### src/shared/isu_pkg.sv
package isu_pkg;

    // ------------------------------------------------------------
    // widths
    // ------------------------------------------------------------
    localparam int FCNT_W   = 20;
    localparam int FMAX_W   = 16;
    localparam int FLOW_W   = 4;
    localparam int OCNT_W   = 20;
    localparam int ADDR_W   = 48;
    localparam int LAT_W    = 16;
    localparam int LFSR_W   = 7;

    // ------------------------------------------------------------
    // reset values and constants
    // ------------------------------------------------------------
    localparam logic [FCNT_W-1:0] FCNT_RST  = 20'h0_0000;
    localparam logic [OCNT_W-1:0] OCNT_RST  = 20'h0_0000;
    localparam logic [LAT_W-1:0]  LAT_RST   = 16'h0000;
    localparam logic [LAT_W-1:0]  LAT_MAX   = 16'hFFFF;
    localparam logic [LFSR_W-1:0] LFSR_SEED = 7'h01;
    localparam logic [ADDR_W-1:0] ADDR_RST  = 48'h0000_0000_0000;

    // ------------------------------------------------------------
    // op type encoding
    // ------------------------------------------------------------
    localparam logic [1:0] OPT_OTHER  = 2'h0;
    localparam logic [1:0] OPT_BRANCH = 2'h1;
    localparam logic [1:0] OPT_RETURN = 2'h2;
    localparam logic [1:0] OPT_MEM    = 2'h3;

    typedef enum logic [1:0] {
        ISU_IDLE,
        ISU_COUNT,
        ISU_TAGGED,
        ISU_DONE
    } isu_state_type;

    function automatic logic [LAT_W-1:0] isu_sat_inc(input logic [LAT_W-1:0] v);
        return (v == LAT_MAX) ? v : v + 16'h0001;
    endfunction

endpackage

### src/hw/isu_lfsr.sv
`timescale 1ns/10ps
// ------------------------------------------------------------
// 7-bit maximum-period lfsr, x^7 + x^6 + 1
// ------------------------------------------------------------
module isu_lfsr
    import isu_pkg::*;
(
    input  wire logic              clk_i,
    input  wire logic              nrst_i,
    output logic [LFSR_W-1:0]      value_o
);
    logic [LFSR_W-1:0] lfsr_reg;

    always_ff @(posedge clk_i or negedge nrst_i) begin
        if (!nrst_i) begin
            lfsr_reg <= LFSR_SEED;
        end else begin
            lfsr_reg <= {lfsr_reg[5:0], lfsr_reg[6] ^ lfsr_reg[5]};
        end
    end

    assign value_o = lfsr_reg;
endmodule

### src/hw/isu_top.sv
`timescale 1ns/10ps
module isu_top
    import isu_pkg::*;
(
    input  wire logic                MCLK_I,
    input  wire logic                NRST_I,
    // fetch control
    input  wire logic                F_EN_I,
    input  wire logic [FMAX_W-1:0]   F_MAX_I,
    input  wire logic                F_RAND_I,
    input  wire logic                F_CLR_I,
    // fetch pipeline
    input  wire logic                F_START_I,
    input  wire logic [ADDR_W-1:0]   F_VADDR_I,
    input  wire logic                F_PA_VALID_I,
    input  wire logic [ADDR_W-1:0]   F_PADDR_I,
    input  wire logic [1:0]          F_PGSZ_I,
    input  wire logic                F_L1TLB_MISS_I,
    input  wire logic                F_L2TLB_MISS_I,
    input  wire logic                F_IC_MISS_I,
    input  wire logic                F_DONE_I,
    input  wire logic                F_ABORT_I,
    // op control
    input  wire logic                O_EN_I,
    input  wire logic [OCNT_W-1:0]   O_MAX_I,
    input  wire logic                O_CLR_I,
    // op pipeline
    input  wire logic                O_ISSUE_I,
    input  wire logic [ADDR_W-1:0]   O_PARENT_I,
    input  wire logic [1:0]          O_TYPE_I,
    input  wire logic                O_MISPRED_I,
    input  wire logic                O_DC_MISS_I,
    input  wire logic                O_DC_FILL_I,
    input  wire logic [ADDR_W-1:0]   O_LS_VADDR_I,
    input  wire logic [ADDR_W-1:0]   O_LS_PADDR_I,
    input  wire logic                O_LS_VALID_I,
    input  wire logic                O_RETIRE_I,
    // fetch results
    output logic                     F_IRQ_O,
    output logic                     F_VALID_O,
    output logic                     F_ARMED_O,
    output logic [FCNT_W-1:0]        F_CNT_O,
    output logic [ADDR_W-1:0]        F_RES_VADDR_O,
    output logic [ADDR_W-1:0]        F_RES_PADDR_O,
    output logic                     F_RES_PA_VALID_O,
    output logic [1:0]               F_RES_PGSZ_O,
    output logic [3:0]               F_RES_FLAGS_O,
    output logic [LAT_W-1:0]         F_RES_LAT_O,
    // op results
    output logic                     O_IRQ_O,
    output logic                     O_VALID_O,
    output logic                     O_ARMED_O,
    output logic [ADDR_W-1:0]        O_RES_PARENT_O,
    output logic [1:0]               O_RES_TYPE_O,
    output logic [1:0]               O_RES_FLAGS_O,
    output logic [LAT_W-1:0]         O_RES_TAG_RET_O,
    output logic [LAT_W-1:0]         O_RES_DC_LAT_O,
    output logic [ADDR_W-1:0]        O_RES_LS_VADDR_O,
    output logic [ADDR_W-1:0]        O_RES_LS_PADDR_O
);

    // ------------------------------------------------------------
    // lfsr
    // ------------------------------------------------------------
    logic [LFSR_W-1:0] lfsr_val;

    isu_lfsr isu_lfsr_i (
        .clk_i   (MCLK_I),
        .nrst_i  (NRST_I),
        .value_o (lfsr_val)
    );

    // ------------------------------------------------------------
    // fetch channel
    // ------------------------------------------------------------
    isu_state_type     f_state_reg;
    logic [FCNT_W-1:0] f_cnt_reg;
    logic [FCNT_W-1:0] f_max;
    logic [LAT_W-1:0]  f_lat_reg;
    logic              f_inflight_reg;
    logic              f_end;

    assign f_max = {F_MAX_I, 4'h0};
    assign f_end = F_DONE_I | F_ABORT_I;

    always_ff @(posedge MCLK_I or negedge NRST_I) begin
        if (!NRST_I) begin
            f_state_reg <= ISU_IDLE;
        end else begin
            unique case (f_state_reg)
                ISU_IDLE: begin
                    if (F_EN_I) begin
                        f_state_reg <= ISU_COUNT;
                    end
                end
                ISU_COUNT: begin
                    if (!F_EN_I) begin
                        f_state_reg <= ISU_IDLE;
                    end else if (f_cnt_reg == f_max && F_START_I && !f_inflight_reg) begin
                        f_state_reg <= ISU_TAGGED;
                    end
                end
                ISU_TAGGED: begin
                    if (f_end) begin
                        f_state_reg <= ISU_DONE;
                    end
                end
                ISU_DONE: begin
                    if (F_CLR_I) begin
                        f_state_reg <= ISU_IDLE;
                    end
                end
            endcase
        end
    end

    // a fetch started but not yet ended, so the end pulse is not misattributed
    always_ff @(posedge MCLK_I or negedge NRST_I) begin
        if (!NRST_I) begin
            f_inflight_reg <= 1'b0;
        end else if (F_START_I) begin
            f_inflight_reg <= 1'b1;
        end else if (f_end) begin
            f_inflight_reg <= 1'b0;
        end
    end

    always_ff @(posedge MCLK_I or negedge NRST_I) begin
        if (!NRST_I) begin
            f_cnt_reg <= FCNT_RST;
        end else if (F_CLR_I && f_state_reg != ISU_COUNT) begin
            f_cnt_reg <= F_RAND_I ? {16'h0000, lfsr_val[3:0]} : FCNT_RST;
        end else if (f_state_reg == ISU_COUNT && F_EN_I) begin
            if (f_cnt_reg == f_max) begin
                if (F_START_I && !f_inflight_reg) begin
                    f_cnt_reg <= FCNT_RST;
                end
            end else if (F_DONE_I) begin
                f_cnt_reg <= f_cnt_reg + 20'h0_0001;
            end
        end
    end

    always_ff @(posedge MCLK_I or negedge NRST_I) begin
        if (!NRST_I) begin
            F_RES_VADDR_O    <= ADDR_RST;
            F_RES_PADDR_O    <= ADDR_RST;
            F_RES_PA_VALID_O <= 1'b0;
            F_RES_PGSZ_O     <= 2'h0;
            F_RES_FLAGS_O    <= 4'h0;
            f_lat_reg        <= LAT_RST;
        end else if (f_state_reg == ISU_COUNT && F_EN_I && f_cnt_reg == f_max
                     && F_START_I && !f_inflight_reg) begin
            F_RES_VADDR_O    <= F_VADDR_I;
            F_RES_PADDR_O    <= ADDR_RST;
            F_RES_PA_VALID_O <= 1'b0;
            F_RES_PGSZ_O     <= 2'h0;
            F_RES_FLAGS_O    <= 4'h0;
            f_lat_reg        <= LAT_RST;
        end else if (f_state_reg == ISU_TAGGED) begin
            f_lat_reg <= isu_sat_inc(f_lat_reg);
            if (F_PA_VALID_I && !F_RES_PA_VALID_O) begin
                F_RES_PADDR_O    <= F_PADDR_I;
                F_RES_PGSZ_O     <= F_PGSZ_I;
                F_RES_PA_VALID_O <= 1'b1;
            end
            // flags: [0] complete [1] l1 itlb miss [2] l2 itlb miss [3] ic miss
            F_RES_FLAGS_O <= F_RES_FLAGS_O
                           | {F_IC_MISS_I, F_L2TLB_MISS_I, F_L1TLB_MISS_I, F_DONE_I};
        end
    end

    always_ff @(posedge MCLK_I or negedge NRST_I) begin
        if (!NRST_I) begin
            F_IRQ_O   <= 1'b0;
            F_VALID_O <= 1'b0;
            F_ARMED_O <= 1'b0;
            F_CNT_O   <= FCNT_RST;
            F_RES_LAT_O <= LAT_RST;
        end else begin
            F_IRQ_O   <= (f_state_reg == ISU_TAGGED) && f_end;
            F_VALID_O <= (f_state_reg == ISU_DONE && !F_CLR_I)
                       || (f_state_reg == ISU_TAGGED && f_end);
            F_ARMED_O <= (f_state_reg == ISU_COUNT);
            F_CNT_O   <= f_cnt_reg;
            if (f_state_reg == ISU_TAGGED) begin
                F_RES_LAT_O <= isu_sat_inc(f_lat_reg);
            end
        end
    end

    // ------------------------------------------------------------
    // op channel
    // ------------------------------------------------------------
    isu_state_type     o_state_reg;
    logic [OCNT_W-1:0] o_cnt_reg;
    logic              o_pend_reg;
    logic              o_miss_reg;
    logic              o_take;

    assign o_take = (o_state_reg == ISU_COUNT) && O_EN_I && O_ISSUE_I
                    && (o_pend_reg || o_cnt_reg == O_MAX_I);

    always_ff @(posedge MCLK_I or negedge NRST_I) begin
        if (!NRST_I) begin
            o_state_reg <= ISU_IDLE;
        end else begin
            unique case (o_state_reg)
                ISU_IDLE: begin
                    if (O_EN_I) begin
                        o_state_reg <= ISU_COUNT;
                    end
                end
                ISU_COUNT: begin
                    if (!O_EN_I) begin
                        o_state_reg <= ISU_IDLE;
                    end else if (o_take) begin
                        o_state_reg <= ISU_TAGGED;
                    end
                end
                ISU_TAGGED: begin
                    if (O_RETIRE_I) begin
                        o_state_reg <= ISU_DONE;
                    end
                end
                ISU_DONE: begin
                    if (O_CLR_I) begin
                        o_state_reg <= ISU_IDLE;
                    end
                end
            endcase
        end
    end

    // counter reached max with no op issuing: tag the next op issued
    always_ff @(posedge MCLK_I or negedge NRST_I) begin
        if (!NRST_I) begin
            o_cnt_reg  <= OCNT_RST;
            o_pend_reg <= 1'b0;
        end else if (O_CLR_I && o_state_reg != ISU_COUNT) begin
            o_cnt_reg  <= OCNT_RST;
            o_pend_reg <= 1'b0;
        end else if (o_state_reg == ISU_COUNT && O_EN_I) begin
            if (o_take) begin
                o_cnt_reg  <= OCNT_RST;
                o_pend_reg <= 1'b0;
            end else if (o_cnt_reg == O_MAX_I) begin
                o_pend_reg <= 1'b1;
            end else begin
                o_cnt_reg <= o_cnt_reg + 20'h0_0001;
            end
        end
    end

    always_ff @(posedge MCLK_I or negedge NRST_I) begin
        if (!NRST_I) begin
            O_RES_PARENT_O   <= ADDR_RST;
            O_RES_TYPE_O     <= OPT_OTHER;
            O_RES_FLAGS_O    <= 2'h0;
            O_RES_TAG_RET_O  <= LAT_RST;
            O_RES_DC_LAT_O   <= LAT_RST;
            O_RES_LS_VADDR_O <= ADDR_RST;
            O_RES_LS_PADDR_O <= ADDR_RST;
            o_miss_reg       <= 1'b0;
        end else if (o_take) begin
            O_RES_PARENT_O   <= O_PARENT_I;
            O_RES_TYPE_O     <= O_TYPE_I;
            O_RES_FLAGS_O    <= 2'h0;
            O_RES_TAG_RET_O  <= LAT_RST;
            O_RES_DC_LAT_O   <= LAT_RST;
            O_RES_LS_VADDR_O <= ADDR_RST;
            O_RES_LS_PADDR_O <= ADDR_RST;
            o_miss_reg       <= 1'b0;
        end else if (o_state_reg == ISU_TAGGED) begin
            O_RES_TAG_RET_O <= isu_sat_inc(O_RES_TAG_RET_O);
            // flags: [0] mispredict [1] dcache miss
            O_RES_FLAGS_O <= O_RES_FLAGS_O | {O_DC_MISS_I, O_MISPRED_I};
            if (O_DC_MISS_I) begin
                o_miss_reg <= 1'b1;
            end else if (O_DC_FILL_I) begin
                o_miss_reg <= 1'b0;
            end
            if (o_miss_reg || O_DC_MISS_I) begin
                O_RES_DC_LAT_O <= isu_sat_inc(O_RES_DC_LAT_O);
            end
            if (O_LS_VALID_I && O_RES_TYPE_O == OPT_MEM) begin
                O_RES_LS_VADDR_O <= O_LS_VADDR_I;
                O_RES_LS_PADDR_O <= O_LS_PADDR_I;
            end
        end
    end

    always_ff @(posedge MCLK_I or negedge NRST_I) begin
        if (!NRST_I) begin
            O_IRQ_O   <= 1'b0;
            O_VALID_O <= 1'b0;
            O_ARMED_O <= 1'b0;
        end else begin
            O_IRQ_O   <= (o_state_reg == ISU_TAGGED) && O_RETIRE_I;
            O_VALID_O <= (o_state_reg == ISU_DONE && !O_CLR_I)
                       || (o_state_reg == ISU_TAGGED && O_RETIRE_I);
            O_ARMED_O <= (o_state_reg == ISU_COUNT);
        end
    end

endmodule

### config.mk
export PLATFORM = sky130hd
export DESIGN_NAME = isu_top
export DESIGN_NICKNAME = d
export VERILOG_FILES = /design/src/shared/isu_pkg.sv /design/src/hw/isu_lfsr.sv /design/src/hw/isu_top.sv
export SDC_FILE = /design/constraint.sdc
export NUM_CORES = 1
export LEC_CHECK = 0
export ABC_AREA = 1
export BUFFER_PORTS_ARGS = -buffer_cell sky130_fd_sc_hd__buf_2
export CAP_MARGIN = 20
export CORE_MARGIN = 5
export CORE_UTILIZATION = 29
export CTS_CLUSTER_DIAMETER = 120
export DETAILED_ROUTE_END_ITERATION = 8
export GPL_TIMING_DRIVEN = 1
export PLACE_DENSITY = 0.62
export SLEW_MARGIN = 5
export SYNTH_ARGS = -nofsm -noshare
export SYNTH_HDL_FRONTEND = slang
export SYNTH_SLANG_ARGS = --single-unit
### constraint.sdc
create_clock -name MCLK_I -period 3.8 [get_ports MCLK_I]
set_input_delay 0.19 -clock MCLK_I [delete_from_list [all_inputs] [get_ports MCLK_I]]
set_output_delay 0.19 -clock MCLK_I [all_outputs]
set_load 0.01 [all_outputs]
==> flow_metrics.env <==
export IMPL_status="finished, final reports clean"
export IMPL_final_cell_mix="nand2_1, buf_2, inv_1, dfrtp_1, dlygate4sd3_1"
export IMPL_antenna_found_initial=6
export IMPL_syn_cell_area_um2=18350
export IMPL_max_cap_violations=0
export IMPL_fin_area_um2=26400
export IMPL_fin_crit_ns=3.203
export IMPL_gp_congestion=0.8756
export IMPL_synth_edf_count=0
export IMPL_syn_area_per_cell_um2=8.316
export IMPL_max_freq_ghz=0.3123
export IMPL_viasPerCell=4.418
export IMPL_drtPass1Iterations=5
export IMPL_hold_worst_slack_ns=0.05791
export IMPL_utilization_pct=42.01
export IMPL_fin_crit_sh_pct=84.28
export IMPL_grt_pass1_wl_mm=93.96
export IMPL_dr_first_iter_drc_count=1151
export IMPL_required_ns=4.30
export IMPL_dr_total_vias=17470
export IMPL_clock_sinks=395
export IMPL_placed_cells=3608
export IMPL_yosys_area_top_type_share_pct=53.74
export IMPL_cellPowerDensity_nw_per_um2=453.0
export IMPL_fin_nets=3375
export IMPL_fin_skew_ns=0.02972
export IMPL_initial_core_util_pct=29.19
export IMPL_port_buffers=624
export IMPL_final_common_cell="nand2_1"
export IMPL_root_buffer="clkbuf_16"
export IMPL_cts_tree="built"
export IMPL_hold_viol=0
export IMPL_hpwl_mm=41.60
export IMPL_yosysSeqAreaShare_pct=53.89
export IMPL_core_area_um2=62850
export IMPL_worstSkewPairLatency_ns=0.58
export IMPL_layout_area_overhead_vs_synth_pct=43.92
export IMPL_ys_ff_latch=395
export IMPL_grt_usage_pct=16.74
export IMPL_final_setup_viol_count=0
export IMPL_worst_setup_path_type="reg -> reg"
export IMPL_rows=92
export IMPL_post_cts_buffers=0
export IMPL_fin_ws_ns=0.5975
export IMPL_cts_buffer_depth=3
export IMPL_maxSlewViolCount=0
export IMPL_wl_per_cell_um=15.36
export IMPL_syn_nets=2512
export IMPL_dpl_cell_area_um2=22310
export IMPL_yosys_warnings=0
export IMPL_r2r_cells=12
export IMPL_min_path_type="in -> reg"
export IMPL_power_leakage_nw=14.77
export IMPL_grt_pass1_vias=17320
export IMPL_cts_hold_buf=260
export IMPL_finalPower_mw=11.96
export IMPL_synth_top_area_cell="dfrtp_1"
export IMPL_tightest_slew_ns=0.9417
export IMPL_grt_max_degree=189
export IMPL_irDropWorstVdd_uv=280.6
export IMPL_clk_pin_slew_worst_paths_ns=0.06
export IMPL_post_route_drc_count=0
export IMPL_pin_count=625
export IMPL_holdPathStages=6
export IMPL_synth_cells=2206
export IMPL_synth_flop_cell="dfrtp_1"
export IMPL_ant_nets=0
export IMPL_synth_area_leaders="dfrtp_1, nand2_1, inv_1"
export IMPL_finalSetupTns_ns=0
export IMPL_die_h_um=261.5
export IMPL_routed_wl_mm=60.72
export IMPL_dieArea_um2=68390
export IMPL_detailedPlace_worstSlack_ns=1.071
export IMPL_cts_made_buffers=45
export IMPL_overflow=0
export IMPL_async_flop_share_pct=100.0
export IMPL_path_max_fanout=62
export IMPL_fill_cells=6102
export IMPL_synth_cell_type_count=41
export IMPL_die_w_um=261.5
export IMPL_drive_above_1_share_pct=25.20
export IMPL_worst_setup_path_start_kind="register"
export IMPL_endpoint_kind="register"
export IMPL_crit_arrival_ns=3.70
export IMPL_post_cts_resized=0
export IMPL_h_tree_depth=2
export IMPL_rsz0062_at_grt="no"
export IMPL_fin_cells=3954
export IMPL_maxSlewHeadroom_pct=37.22
## layer usage
metal	vias up	GRT usage, %	wire length, µm
met2	553	28.46	29310
met3	152	4.445	4692
met5	-	0	41
met1	8152	20.47	24310
met4	6	6.248	2368
li1	8604	-	-
## path summary, 6_finish.rpt
path	slack, ns	to	start
setup / recovery	0.60	o_miss_reg	o_cnt_reg[17]
hold / removal	0.06	o_pend_reg	O_MAX_I[6]
setup reg to reg	0.60	o_miss_reg	o_cnt_reg[17]
hold reg to reg	0.36	isu_lfsr_i.value_o[5]	isu_lfsr_i.value_o[4]
max in group asynchronous	2.41	O_RES_LS_VADDR_O[10]	NRST_I
min in group asynchronous	0.30	O_RES_LS_PADDR_O[21]	NRST_I
## synth_stat cells, types with 22 or more instances
cell      number
nand2_1      656
nor3_1        32
nor2_1       104
dfrtp_1      394
o22ai_1       56
xor2_1        50
o22ai_2       40
nand3_1      139
buf_2         50
o21ai_0       74
xnor2_1       22
nand4_1       53
inv_1        396
clkbuf_1      31
o21ai_1       32
## where the power goes
group,switching (mW),internal [mW]
clock network,1.81,2.56
registers,0.424,4.71
logic,1.41,1.04
## kinds of logic after synthesis
group	count (synthesis)	synth area share, %
adders and majority gates	6	0.4092
AOI/OAI and AO/OA	221	8.191
xor gates and xnor gates	72	3.437
buffers and inverters	504	11.10
DFF	395	53.89
and+or+nand+nor	1008	22.97
## critical path, stage by stage (launching register included)
cell and delay, ns:
dfrtp_1 0.45, nand2_1 0.09, clkinv_1 0.05, nor2_1 0.08, nor2_1 0.05, nand2_1 0.05, nor2_1 0.05, nand3_1 0.10
nand2_1 0.10, nand2_4 0.31, clkinv_2 0.79, a21oi_1 0.34, dlygate4sd3_1 0.58
## area by class of cell
class	instances	area, µm²	area share [%]
Timing Repair Buffer	908	5978	22.64
Clock inverter	19	203.9	0.7724
Clock buffer	62	1271	4.815
Antenna cell	5	12.51	0.04739
Sequential cell	395	9886	37.44
Inverter	412	1548	5.862
Tap cell	846	1059	4.009
Multi-Input combinational cell	1307	6445	24.41
Power figures use the tool's default switching activity.
